### src/verilog/mtc_pkg.sv
package mtc_pkg;

  // ==========================================================
  // Register indices (byte address is four times the index)
  localparam logic [7:0] IDX_CHAN_SEC  = 8'h11;
  localparam logic [7:0] IDX_TX_CTRL   = 8'h12;
  localparam logic [7:0] IDX_RX_CTRL1  = 8'h15;
  localparam logic [7:0] IDX_MODE      = 8'h40;
  localparam logic [7:0] IDX_STATUS    = 8'h41;

  // ==========================================================
  // Field positions
  localparam int CHAN_LSB       = 4;
  localparam int TX_START_BIT   = 7;
  localparam int TX_BUF_EMPTY_BIT = 4;
  localparam int CSMA_EN_BIT    = 3;
  localparam int RX_EN_BIT      = 7;
  localparam int APP_LQI_BIT    = 4;
  localparam int APP_RSSI_BIT   = 3;
  localparam int APP_CTR_BIT    = 2;
  localparam int AUTO_ACK_BIT   = 2;
  localparam int RETX_LSB       = 4;
  localparam int ST_DONE_BIT    = 0;
  localparam int ST_IDLE_BIT    = 1;
  localparam int ST_CSMA_BIT    = 2;
  localparam int ST_ACK_BIT     = 3;
  localparam int ST_OVF_BIT     = 4;

  // ==========================================================
  // Reset values and mode codes
  localparam logic [2:0] DATA_RATE_RST = 3'h3;
  localparam logic       CSMA_EN_RST   = 1'h1;
  localparam logic [1:0] MODE_PACKET   = 2'h0;
  localparam logic [1:0] MODE_RX_STRM  = 2'h1;
  localparam logic [1:0] MODE_TX_STRM  = 2'h2;

  typedef enum logic [1:0] {TRL_IDLE, TRL_LQI, TRL_RSSI, TRL_CTR} mtc_trl_t;

  // ==========================================================
  // Whole state of the block
  typedef struct packed {
    logic        pready;
    logic        pslverr;
    logic [31:0] prdata;
    logic [3:0]  chan;
    logic        tx_start;
    logic        pending;
    logic        csma_en;
    logic [2:0]  data_rate;
    logic        rx_en;
    logic        app_lqi;
    logic        app_rssi;
    logic        app_ctr;
    logic [1:0]  trx_mode;
    logic        auto_ack;
    logic [3:0]  retx_cnt;
    logic [4:0]  flags;
    logic        tx_go;
    logic        tx_abort;
    logic        rx_abort;
    logic        ack_abort;
    logic        radio_rx_on;
    mtc_trl_t    trl;
    logic [7:0]  lqi;
    logic [7:0]  rssi;
    logic [7:0]  ctr;
    logic        buf_we;
    logic [7:0]  buf_wdata;
  } mtc_state_t;

endpackage : mtc_pkg

### src/verilog/mtc_txrx_ctrl.sv
// Our own choice: the APB register port.
`timescale 1ns/1ps

// Overview of operation
// - LQI byte appended when its enable set
// - RSSI byte appended when its enable set
// - Channel, MAC type, rate byte appended
// - Host writes one to start transmit
// - Writing zero aborts any transmit activity
// - Success sets done; without pending clears start, sets idle
// - Channel access failure clears start, flags
// - Missing acknowledgement clears start, flags
// - Transmit streaming repeat start posts pending start
// - Overflow untouched when start and pending
// - Repeat start ignored outside transmit streaming mode
// - Start bit readable, shows transmit busy
// - Transmit runs configured access, rate, auto ack, retries
// - Channel field selects operating channel
// - Receive enable gates reception, clear aborts
// - Mode change clears or sets receive enable
// - Receive enable clear aborts auto acknowledgement
// - Channel check and ack receive force radio
module mtc_txrx_ctrl (
  input  wire logic        pclk,             // Bus clock
  input  wire logic        presetn,          // Async reset, low
  input  wire logic        psel,             // APB select
  input  wire logic        penable,          // APB enable
  input  wire logic        pwrite,           // APB direction
  input  wire logic [11:0] paddr,            // APB byte address
  input  wire logic [31:0] pwdata,           // APB write data
  output logic      [31:0] prdata,           // APB read data
  output logic             pready,           // APB ready
  output logic             pslverr,          // APB error
  input  wire logic        tx_success,       // Frame sent, retries over
  input  wire logic        tx_csma_fail,     // Channel access failed
  input  wire logic        tx_no_ack,        // Retries spent, no ack
  input  wire logic        tx_frame_ack_req, // Frame asks for ack
  input  wire logic        transmit_buffer_empty, // Tx buffer empty
  input  wire logic        host_buf_wr,      // Host wrote packet buffer
  input  wire logic        rx_busy,          // Frame being received
  input  wire logic        ack_tx_busy,      // Auto ack on air
  input  wire logic        csma_active,      // Channel check running
  input  wire logic        ack_wait,         // Waiting for ack frame
  input  wire logic        rx_frame_end,     // Received frame ended
  input  wire logic [7:0]  rx_lqi,           // Measured link quality
  input  wire logic [7:0]  rx_rssi,          // Measured strength
  input  wire logic        rx_mac_type,      // MAC type of frame
  input  wire logic [2:0]  rx_rate,          // Rate of frame
  output logic             tx_go,            // Launch transmit, pulse
  output logic             tx_abort,         // Abort transmit, pulse
  output logic             transmit_start_bit, // Transmit in progress
  output logic             collision_avoid_enable, // Use channel access
  output logic             auto_ack_enable,  // Auto ack on
  output logic      [3:0]  retransmit_count, // Retry limit
  output logic      [2:0]  data_rate_code,   // Transmit rate
  output logic      [3:0]  chan_code,        // Operating channel
  output logic      [1:0]  transceiver_mode, // Packet/stream mode
  output logic             receive_enable_bit, // Reception enabled
  output logic             rx_abort,         // Drop frame, pulse
  output logic             ack_abort,        // Stop ack, pulse
  output logic             radio_rx_on,      // Radio to receive
  output logic             buf_we,           // Trailer byte write
  output logic      [7:0]  buf_wdata,        // Trailer byte
  output logic      [4:0]  status_flags      // Outcome flags
);
  import mtc_pkg::*;

  mtc_state_t s_q;
  mtc_state_t s_d;

  // Index match for an aligned word address
  function automatic logic hit(input logic [11:0] a, input logic [7:0] idx);
    hit = (a[11:2] == {2'h0, idx}) && (a[1:0] == 2'h0);
  endfunction : hit

  logic       acc;
  logic       wr;
  logic       mapped;
  logic [7:0] wb;
  logic [7:0] set_f;
  logic [7:0] rd;

  // ==========================================================
  // APB decode
  assign acc = psel & penable & s_q.pready;
  assign wr  = acc & pwrite;
  assign wb  = pwdata[7:0];
  assign mapped = hit(paddr, IDX_CHAN_SEC) | hit(paddr, IDX_TX_CTRL) |
                  hit(paddr, IDX_RX_CTRL1) | hit(paddr, IDX_MODE) |
                  hit(paddr, IDX_STATUS);

  // Read data mux
  always_comb
  begin
    rd = 8'h00;
    if (hit(paddr, IDX_CHAN_SEC))
      rd[CHAN_LSB +: 4] = s_q.chan;
    if (hit(paddr, IDX_TX_CTRL))
    begin
      rd[TX_START_BIT]     = s_q.tx_start;
      rd[TX_BUF_EMPTY_BIT] = transmit_buffer_empty;
      rd[CSMA_EN_BIT]      = s_q.csma_en;
      rd[2:0]              = s_q.data_rate;
    end
    if (hit(paddr, IDX_RX_CTRL1))
    begin
      rd[RX_EN_BIT]    = s_q.rx_en;
      rd[APP_LQI_BIT]  = s_q.app_lqi;
      rd[APP_RSSI_BIT] = s_q.app_rssi;
      rd[APP_CTR_BIT]  = s_q.app_ctr;
    end
    if (hit(paddr, IDX_MODE))
      rd = {s_q.retx_cnt, 1'h0, s_q.auto_ack, s_q.trx_mode};
    if (hit(paddr, IDX_STATUS))
      rd = {3'h0, s_q.flags};
  end

  // ==========================================================
  // Next-state logic
  always_comb
  begin
    s_d = s_q;
    set_f = 8'h00;
    s_d.tx_go     = 1'b0;
    s_d.tx_abort  = 1'b0;
    s_d.rx_abort  = 1'b0;
    s_d.ack_abort = 1'b0;
    s_d.buf_we    = 1'b0;

    // Bus answer: one wait state, then ready
    s_d.pready  = psel & penable & ~s_q.pready;
    s_d.pslverr = psel & penable & ~s_q.pready & ~mapped;
    if (psel & penable & ~s_q.pready & ~pwrite)
      s_d.prdata = {24'h0, rd};

    // Transmit outcomes from the radio
    if (s_q.tx_start)
    begin
      if (tx_success)
      begin
        set_f[ST_DONE_BIT] = 1'b1;
        if (s_q.pending)
        begin
          s_d.pending = 1'b0;
          s_d.tx_go   = 1'b1;
        end
        else
        begin
          s_d.tx_start = 1'b0;
          set_f[ST_IDLE_BIT] = 1'b1;
        end
      end
      else if (tx_csma_fail)
      begin
        s_d.tx_start = 1'b0;
        s_d.pending  = 1'b0;
        set_f[ST_CSMA_BIT] = 1'b1;
      end
      // ack failure only when ack applies
      else if (tx_no_ack & tx_frame_ack_req & s_q.auto_ack)
      begin
        s_d.tx_start = 1'b0;
        s_d.pending  = 1'b0;
        set_f[ST_ACK_BIT] = 1'b1;
      end
    end

    // Overflow on buffer write while a frame is queued
    // held when start and posted start
    if (host_buf_wr & s_q.tx_start & ~transmit_buffer_empty &
        ~(s_q.tx_start & s_q.pending))
      set_f[ST_OVF_BIT] = 1'b1;

    // Register writes
    if (wr & hit(paddr, IDX_CHAN_SEC))
      s_d.chan = wb[CHAN_LSB +: 4];

    if (wr & hit(paddr, IDX_TX_CTRL))
    begin
      s_d.csma_en   = wb[CSMA_EN_BIT];
      s_d.data_rate = wb[2:0];
      if (wb[TX_START_BIT])
      begin
        if (~s_q.tx_start)
        begin
          s_d.tx_start = 1'b1;
          s_d.tx_go    = 1'b1;
        end
        else if (s_q.trx_mode == MODE_TX_STRM)
          s_d.pending = 1'b1;
      end
      else
      begin
        s_d.tx_abort = s_q.tx_start;
        s_d.tx_start = 1'b0;
        s_d.pending  = 1'b0;
      end
    end

    if (wr & hit(paddr, IDX_RX_CTRL1))
    begin
      s_d.rx_en    = wb[RX_EN_BIT];
      s_d.app_lqi  = wb[APP_LQI_BIT];
      s_d.app_rssi = wb[APP_RSSI_BIT];
      s_d.app_ctr  = wb[APP_CTR_BIT];
    end

    if (wr & hit(paddr, IDX_MODE))
    begin
      s_d.trx_mode = wb[1:0];
      s_d.auto_ack = wb[AUTO_ACK_BIT];
      s_d.retx_cnt = wb[RETX_LSB +: 4];
      if (wb[1:0] == MODE_TX_STRM)
        s_d.rx_en = 1'b0;
      else if (wb[1:0] == MODE_RX_STRM)
        s_d.rx_en = 1'b1;
    end

    s_d.rx_abort  = s_q.rx_en & ~s_d.rx_en & rx_busy;
    s_d.ack_abort = s_q.rx_en & ~s_d.rx_en & ack_tx_busy;

    // Status flags: write one clears, set wins
    if (wr & hit(paddr, IDX_STATUS))
      s_d.flags = s_q.flags & ~wb[4:0];
    s_d.flags = s_d.flags | set_f[4:0];

    // channel check and ack wait use receiver
    s_d.radio_rx_on = s_d.rx_en | csma_active | ack_wait;

    // Receive trailer sequencer
    case (s_q.trl)
      TRL_IDLE:
      begin
        if (rx_frame_end & s_q.rx_en)
        begin
          s_d.lqi  = rx_lqi;
          s_d.rssi = rx_rssi;
          s_d.ctr  = {s_q.chan, rx_mac_type, rx_rate};
          if (s_q.app_lqi)
            s_d.trl = TRL_LQI;
          else if (s_q.app_rssi)
            s_d.trl = TRL_RSSI;
          else if (s_q.app_ctr)
            s_d.trl = TRL_CTR;
        end
      end
      TRL_LQI:
      begin
        s_d.buf_we    = 1'b1;
        s_d.buf_wdata = s_q.lqi;
        if (s_q.app_rssi)
          s_d.trl = TRL_RSSI;
        else if (s_q.app_ctr)
          s_d.trl = TRL_CTR;
        else
          s_d.trl = TRL_IDLE;
      end
      TRL_RSSI:
      begin
        s_d.buf_we    = 1'b1;
        s_d.buf_wdata = s_q.rssi;
        s_d.trl = s_q.app_ctr ? TRL_CTR : TRL_IDLE;
      end
      TRL_CTR:
      begin
        s_d.buf_we    = 1'b1;
        s_d.buf_wdata = s_q.ctr;
        s_d.trl       = TRL_IDLE;
      end
      default:
        s_d.trl = TRL_IDLE;
    endcase
  end

  // ==========================================================
  // State register
  always_ff @(posedge pclk or negedge presetn)
  begin
    if (!presetn)
    begin
      s_q           <= '0;
      s_q.trl       <= TRL_IDLE;
      s_q.csma_en   <= CSMA_EN_RST;
      s_q.data_rate <= DATA_RATE_RST;
      s_q.trx_mode  <= MODE_PACKET;
    end
    else
      s_q <= s_d;
  end

  // ==========================================================
  // Outputs straight from the state register
  // config handed to the transmit engine
  assign collision_avoid_enable = s_q.csma_en;
  assign auto_ack_enable        = s_q.auto_ack;
  assign retransmit_count       = s_q.retx_cnt;
  assign data_rate_code         = s_q.data_rate;
  assign prdata             = s_q.prdata;
  assign pready             = s_q.pready;
  assign pslverr            = s_q.pslverr;
  assign tx_go              = s_q.tx_go;
  assign tx_abort           = s_q.tx_abort;
  assign transmit_start_bit = s_q.tx_start;
  assign chan_code          = s_q.chan;
  assign transceiver_mode   = s_q.trx_mode;
  assign receive_enable_bit = s_q.rx_en;
  assign rx_abort           = s_q.rx_abort;
  assign ack_abort          = s_q.ack_abort;
  assign radio_rx_on        = s_q.radio_rx_on;
  assign buf_we             = s_q.buf_we;
  assign buf_wdata          = s_q.buf_wdata;
  assign status_flags       = s_q.flags;

endmodule : mtc_txrx_ctrl
### config.mk
export PLATFORM = sky130hd
export DESIGN_NAME = mtc_txrx_ctrl
export DESIGN_NICKNAME = d
export VERILOG_FILES = /design/src/verilog/mtc_pkg.sv /design/src/verilog/mtc_txrx_ctrl.sv
export SDC_FILE = /design/constraint.sdc
export NUM_CORES = 1
export LEC_CHECK = 0
export ABC_AREA = 0
export BUFFER_PORTS_ARGS = -buffer_cell sky130_fd_sc_hd__buf_2
export CORE_MARGIN = 5
export CORE_UTILIZATION = 45
export DETAILED_ROUTE_END_ITERATION = 8
export GPL_TIMING_DRIVEN = 0
export PLACE_DENSITY_LB_ADDON = 0.1
export REMOVE_ABC_BUFFERS = 1
export SKIP_CTS_REPAIR_TIMING = 1
export SYNTH_ARGS = -nofsm -noshare
export SYNTH_HDL_FRONTEND = slang
export SYNTH_SLANG_ARGS = --single-unit
### constraint.sdc
create_clock -name pclk -period 2.3 [get_ports pclk]
set_input_delay 0.575 -clock pclk [delete_from_list [all_inputs] [get_ports pclk]]
set_output_delay 0.575 -clock pclk [all_outputs]
set_load 0.01 [all_outputs]
Yosys cells after proc, flatten, opt, wreduce, memory -nomap -nowiden
Cells that the tools add are included.
- bitwise logic cells: 36
- reduce and logical (&&, ||, !) cells: 10
- multiplexer cells: 44
- eq/ne operators: 13
- operators with widths (cell ; number):
    10-bit by 5-bit equality test with 1-bit output, second input constant ; 3
    9-bit case mux with 3 select lines ; 1
    2-bit 2-to-1 mux ; 13
    26-bit 2-to-1 mux ; 1
    1-bit AND ; 21
    10-bit by 7-bit equality test with 1-bit output, second input constant ; 2
    1-bit 2-to-1 mux ; 19
    8-bit 2-to-1 mux ; 2
    4-bit 2-to-1 mux ; 3
    5-bit 2-to-1 mux ; 2
    2-bit equality test, second input constant ; 4
    2-bit case mux with 4 select lines ; 1
    6-bit 2-to-1 mux ; 1
    1-bit NOT ; 6
    1-bit OR ; 6
    5-bit AND ; 1
    1-bit logical AND ; 5
    5-bit NOT ; 1
    5-bit OR ; 1
    2-bit by 1-bit equality test with 1-bit output, second input constant ; 2
    2-bit logical NOT ; 2
    4-bit inequality test, second input constant ; 1
    2-bit AND reduction ; 2
    3-bit 2-to-1 mux ; 1
    other kinds (2) ; 2
- bits of input ports: 80
- register bits: 76
- output and inout bits: 70
- logic and storage cells: 130

Longest topological paths before layout
Gate-level depths: netlist of the first run.
- depth after elaboration: 11
- mapped depth: 8
- depth with buffers taken out: 5

Least setup slack after synthesis of the first run
Ideal clock, no wire load.
- path type: input -> register
- start: in paddr[4]
- end: reg s_q, in the netlist status_flags[3]
- setup time: 0.121 ns
- path buffers: 2
- path slack: 0.271 ns
- data required time: 2.179 ns
- arrival time: 1.908 ns
- stages on the path: 7
- cell sequence: buf_6 or4b_4 buf_6 nor3_4 and2_2 nand2_1 a22o_1
- RTL lines (item ; RTL line ; RTL):
    from (decl) ; mtc_txrx_ctrl.sv:29 ; input wire logic [11:0] paddr,
    to (decl) ; mtc_txrx_ctrl.sv:68 ; mtc_state_t s_q;

Final worst setup path of the first run
- start: reg s_q[33] in the netlist's numbering
- end: reg s_q[27] in the netlist's numbering
- longest elaborated chain between the ends: 2
- ends and longest elaborated chain (item ; RTL line ; RTL):
    2-bit logical NOT ; mtc_txrx_ctrl.sv:231 ; case (s_q.trl)
    2-bit AND reduction (no line) ; - ;
Every way passes these cells.
A chain may end at the register's enable or synchronous reset.

==> metrics.md, run 1 <==
| Metric | Value |
|---|---|
| Status | finished, final reports clean |
| Clk_lat worst skew | between 0.3 and 0.4 ns |
| DR vias | around 2600 |
| Clock skew | between 0.009 and 0.01 ns |
| # IOs | 150 |
| Cell leakage power | roughly 2.2 nW |
| GRT Total Usage | 17.2% |
| R2R depth | 5 |
| CTS tree | done |
| Overflow after GRT | 0 |
| P_int | between 2 and 2.5 mW |
| Sequential share of the synthesized area | between 40% and 50% |
| Placed cells | just under 500 |
| CTS buffer count | 9 |
| Setup crit end kind | flop |
| Max Clock Freq | between 400 and 500 MHz |
| EDFF count, synth | 0 |
| Total power after layout | 2.63 mW |
| Syn Area/Cell | approximately 12 um^2 |
| Share of post-route cells with drive strength above 1 | 44.4% |
| Reg-to-Reg Start | s_q[33] |
| Min Clock Period, post-route | 2.00 ns |
| Final Hold Vio Count | 0 |
| Critical Path Source Type | flop |
| Reg clk slew, reported paths | around 0.08 ns |
| Root buf cell | clkbuf_8 |
| Htree depth | 3 |
| Flop pwr share | a little over half |
| CP arrival | between 2 and 2.5 ns |
| Die Wd | between 100 and 150 um |
| Clock power share | about two fifths |
| Ant diodes | 0 |
| Critical path type | flop to flop |
| Worst min path class | input port to async pin |
| Cell Area, Placed | around 0.0042 mm^2 |
| Detail Placement HPWL | approximately 6.5 mm |
| Critical path required time | around 2.5 ns |
| Post-route ant nets | 0 |
| Max VDD drop | between 0.0003 and 0.0004 V |
| DR pass1 iterations | 4 |
| Post-Syn Area | 0.00388 mm^2 |
| Initial antenna violation count | 0 |
| Layout net count | ~480 |
| Final count of negative-setup-slack endpoints | 0 |
| DRC | 0 |
| Synth Flop Type | dfrtp_1 |
| Switching part of the total | around a quarter |
| Core box area | about 0.0083 mm^2 |
| CP max FO | 17 |
| #FFs+latches synth | between 70 and 80 |
| Slew HR | between 50 and 60% |
| Routed wire length per instance | about 17 um |
| Ys Warns | 0 |
| Port Buf Inserts | slightly above 100 |
| Starting Density | approximately 47% |
| Wirelength, routed | between 8 and 9 mm |
| Comb pwr share | 8.2% |
| Fin crit share | 87.0% |
| R2R Path End | s_q[27] |
| Cell variety after synth | 52 |
| Row count | 33 |
| Layout Utilization | 52.4% |
| Fin Setup TNS | 0 ns |
| Final Max Slew Viols | 0 |
| Bufs on Longest Clock Path | 2 |
| Vias in the first global route | approximately 2700 |
| Die H | ~100 um |
| Die area | 0.0106 mm^2 |
| Area grow syn2layout | 12.2% |
| Flop2flop setup slack | approximately 0.3 ns |
| Power Density | 605 mW/mm^2 |
| Vias per inst | 5.19 |
| Non-Filler Instances | about 500 |
| Tightest Pin Transition | 0.640 ns |
| RSZ-0062 raised after global routing | no |
| MaxCap Viol Count | 0 |
| Post-synth ARST share | 100% |
| Placer congestion estimate | roughly 0.78 |
| Global-route wire length before repair | 13.9 mm |
| Cell area after layout | roughly 0.0044 mm^2 |
| Num Clock Sinks | 76 |
| Mapped Cells | 330 |
| P_sw | about 0.63 mW |
| DRT iter0 DRCs | 92 |
| Largest net degree at the start of global routing | between 40 and 50 |
worst max-delay path by stage:
stage                         from      end  slack [ns]  cells past startpoint
final                      s_q[33]  s_q[27]        0.30                      5
after global routing       s_q[33]  s_q[10]        0.12                      5
after CTS                  s_q[33]  s_q[21]        0.10                      5
after detailed placement  paddr[7]  s_q[52]       -0.06                      5
after global placement     s_q[33]  s_q[19]       -0.78                      4
after floorplan            s_q[33]  s_q[10]       -0.12                      4
final cells by class:
type,count,area [um^2]
inverters,4,15.0
multi-input cells,202,1540
fillers,789,3950
well taps,105,131
clock inverters,4,51.3
clock buffers,12,145
flip-flops and latches,76,1910
repair buffers,103,563
stage by stage:
stage / hold WS [ns] / setup slack [ns]
finish: 0.170 / 0.299
global placement: 0.459 / -0.780
floorplan: 0.279 / -0.120
CTS: 0.172 / 0.101
detailed placement: 0.457 / -0.0571
global route: 0.194 / 0.117
cell usage after synthesis, types with 2 or more instances:
library cell,number,area (um^2)
nand4b_1,2,17.5
nand2_1,37,139
nor3b_1,3,22.5
dfstp_2,3,78.8
o21a_1,2,15.0
a32o_1,2,20.0
a22o_1,7,61.3
buf_2,6,30.0
a22oi_1,3,22.5
inv_1,4,15.0
o21ai_0,8,40.0
a221oi_1,2,17.5
mux2_2,40,450
o41ai_1,2,17.5
and4_1,2,17.5
buf_6,2,22.5
nand4_1,2,12.5
nor3_1,2,10.0
dfrtp_1,73,1830
nor2_1,10,37.5
a21oi_1,8,40.0
mux2i_1,2,20.0
and2_1,6,37.5
nor2b_1,3,18.8
buf_4,59,443
nand3_1,3,15.0
clkbuf_1,4,15.0
and3_1,2,12.5
mux4_2,8,180
state kept, by name, summed over array words and instances (netlist names), 2 cells and up:
| register | count |
|---|---|
| transceiver_mode | 2 |
| status_flags | 5 |
| chan_code | 4 |
| prdata | 8 |
| s_q | 30 |
| data_rate_code | 3 |
| retransmit_count | 4 |
| buf_wdata | 8 |
cells in the final DEF, fill, tap and decap left out, types with 3 or more instances in the layout:
| cell | instances |
|---|---|
| conb_1 | 24 |
| buf_2 | 100 |
| nor3b_1 | 3 |
| inv_1 | 4 |
| mux4_2 | 8 |
| nand2_1 | 37 |
| nor2_1 | 9 |
| and2_1 | 6 |
| dfstp_2 | 3 |
| nand3_1 | 3 |
| dfrtp_1 | 73 |
| o21ai_0 | 8 |
| clkbuf_8 | 10 |
| a22o_1 | 7 |
| a21oi_1 | 8 |
| mux2_2 | 40 |
| a22oi_1 | 3 |
| nor2b_1 | 3 |
worst max-delay path, cell delays in order (launching register included):
cell and delay (ns):
dfrtp_1 0.61, nor2_1 0.30, inv_1 0.12, nor2_4 0.31, buf_16 0.20, mux2_2 0.35
per-layer routing:
| layer | part of all wire, % | GRT usage, % | vias up | routed length (um) |
|---|---|---|---|---|
| li1 | - | - | 1222 | - |
| met5 | 0 | 0 | - | 0 |
| met4 | 0.92 | 4.28 | 0 | 80 |
| met2 | 46 | 26.5 | 103 | 3980 |
| met1 | 45 | 23.6 | 1294 | 3870 |
| met3 | 8.7 | 5.82 | 7 | 760 |
power groups by stage:
stage / Sequential, mW / Combinational [mW] / Clock, mW
finish: 1.39 / 0.216 / 1.02
global route: 1.40 / 0.242 / 1.11
CTS: 1.39 / 0.218 / 1.05
detailed placement: 1.42 / 0.217 / 0
global placement: 1.42 / 0.202 / 0
floorplan: 1.42 / 0.0944 / 0
cells by family (layout without fill, tap and decap cells):
logic type	count (synthesis)	in the layout	synth area share (%)
buf+inv	75	123	13.5
mux	50	50	16.8
flops	76	76	49.1
other cells	1	24	0.0967
compound gates	44	44	8.23
simple gates	84	84	12.2
Note: power is estimated with default switching activity, not from simulation.
==> inputs of run 2 (changes only) <==
Settings changed: CORE_UTILIZATION 45 to 40.
==> metrics.md, run 2 (synthesis results as in run 1) <==
| Metric | Value |
|---|---|
| Critical path required time | 2.54 ns (about the same) |
| # IOs | 150 (unchanged) |
| Critical Path Source Type | flop |
| Reg clk slew, reported paths | 0.09 ns (about the same) |
| Routed wire length per instance | 16.9 um (-1.9%) |
| Total power after layout | 2.55 mW (-3.2%) |
| Fin Setup TNS | 0 ns (unchanged) |
| DR pass1 iterations | 4 (unchanged) |
| Fin crit share | 89.1% (+2.1 points) |
| Bufs on Longest Clock Path | 2 (unchanged) |
| Share of post-route cells with drive strength above 1 | 44.6% (+0.25 points) |
| Largest Register | s_q |
| Max VDD drop | 0.000302 V (-1.0%) |
| Commonest non-fill, non-tap cell in the layout | buf_2 |
| Tightest Pin Transition | 0.618 ns (-0.0221 ns) |
| Most frequent cells in the layout | buf_2, dfrtp_1, mux2_2, nand2_1, conb_1 |
| Area grow syn2layout | 12.3% (about the same) |
| Wirelength, routed | 9.00 mm (+3.5%) |
| Cell area after layout | 0.00436 mm^2 (about the same) |
| Post-route ant nets | 0 (unchanged) |
| Initial antenna violation count | 0 (unchanged) |
| Max Clock Freq | 488 MHz (-2.4%) |
| R2R Path End | s_q[15] |
| Power Density | 585 mW/mm^2 (-3.3%) |
| Htree depth | 3 (unchanged) |
| Layout net count | 476 (unchanged) |
| Row count | 36 (+9.1%) |
| Final count of negative-setup-slack endpoints | 0 (unchanged) |
| Die H | 108 um (+5.5%) |
| Placer congestion estimate | 0.760 (-3.2%) |
| Overflow after GRT | 0 (unchanged) |
| CTS tree | done |
| Non-Filler Instances | 534 (+5.5%) |
| Final WS setup | 0.250 ns (-0.0492 ns) |
| Detail Placement HPWL | 6.76 mm (+3.7%) |
| R2R depth | 5 (unchanged) |
| CP arrival | 2.29 ns (+0.05 ns) |
| Vias in the first global route | 2690 (+0.56%) |
| Die Wd | 108 um (+5.5%) |
| Ant diodes | 0 (unchanged) |
| MaxCap Viol Count | 0 (unchanged) |
| Clk_lat worst skew | 0.36 ns (about the same) |
| Reg-to-Reg Start | s_q[33] |
| Largest net degree at the start of global routing | 52 (+16%) |
| Num Clock Sinks | 76 (unchanged) |
| GRT Total Usage | 16.0% (-1.2 points) |
| DRC | 0 (unchanged) |
| Placed cells | 518 (+5.7%) |
| Die area | 0.0118 mm^2 (+11%) |
| Clock skew | 0.0175 ns (+0.00838 ns) |
| Setup crit end kind | flop |
| DRT iter0 DRCs | 102 (+11%) |
| # fillers | 936 (+19%) |
| Critical path type | flop to flop |
| DR vias | 2610 (-0.61%) |
| Slew HR | 58.8% (+1.5 points) |
| Cell leakage power | 2.21 nW (-0.37%) |
| Pre-CTS WS | -0.00562 ns (+0.0515 ns) |
| Cell Area, Placed | 0.00417 mm^2 (+0.54%) |
| CP max FO | 14 (-3) |
| Core box area | 0.00959 mm^2 (+16%) |
| RSZ-0062 raised after global routing | no |
| Worst min path class | input port to async pin |
| Status | finished, final reports clean |
| Final Max Slew Viols | 0 (unchanged) |
| CTS buffer count | 9 (unchanged) |
| Global-route wire length before repair | 14.2 mm (+2.7%) |
| Flop2flop setup slack | 0.25 ns (-0.05 ns) |
| WHS | 0.130 ns (-0.0404 ns) |
| Min Clock Period, post-route | 2.05 ns (+0.0492 ns) |
| Final Hold Vio Count | 0 (unchanged) |
| Port Buf Inserts | 101 (unchanged) |
| Starting Density | 40.4% (-6.3 points) |
| Layout Utilization | 45.4% (-7.0 points) |
| Root buf cell | clkbuf_8 |
| Vias per inst | 4.89 (-5.8%) |
| Number of flip-flops in the largest register | 30 (unchanged) |
==> run 2: worst max path at each step <==
stage | start | endpoint | slack [ns] | cells past startpoint
2_1_floorplan | s_q[33] | s_q[10] | -0.12 | 4
3_3_place_gp | s_q[33] | s_q[11] | -0.84 | 4
3_5_place_dp | paddr[7] | s_q[52] | -0.006 | 5
4_1_cts | s_q[33] | s_q[15] | -0.002 | 5
5_1_grt | s_q[33] | s_q[15] | 0.05 | 5
6_report | s_q[33] | s_q[15] | 0.25 | 5
==> run 2: worst max-delay path: stages (launching register included) <==
cell and delay (ns):
dfrtp_1 0.61, nor2_1 0.31, inv_1 0.12, nor2_4 0.33
buf_8 0.22, mux2_2 0.34
==> run 2: routing by layer <==
metal  share of wire, %  vias up  GRT usage (%)
met5                  0        -              0
met4                1.2        0           5.14
met3                6.8       10           4.30
met2                 49       85           25.5
met1                 43     1287           21.2
li1                   -     1228              -
==> run 2: where the power goes <==
group | internal, mW | switching [mW]
logic | 0.0948 | 0.123
clock network | 0.426 | 0.510
registers | 1.38 | 0.0189
total | 1.90 | 0.651
==> run 2: cell type report <==
class	instances	area [um^2]	area share (%)
flip-flops and latches	76	1910	43.7
multi-input cells	202	1540	35.4
repair buffers	103	551	12.6
well taps	133	166	3.82
clock buffers	11	141	3.25
clock inverters	5	36.3	0.833
inverters	4	15.0	0.345
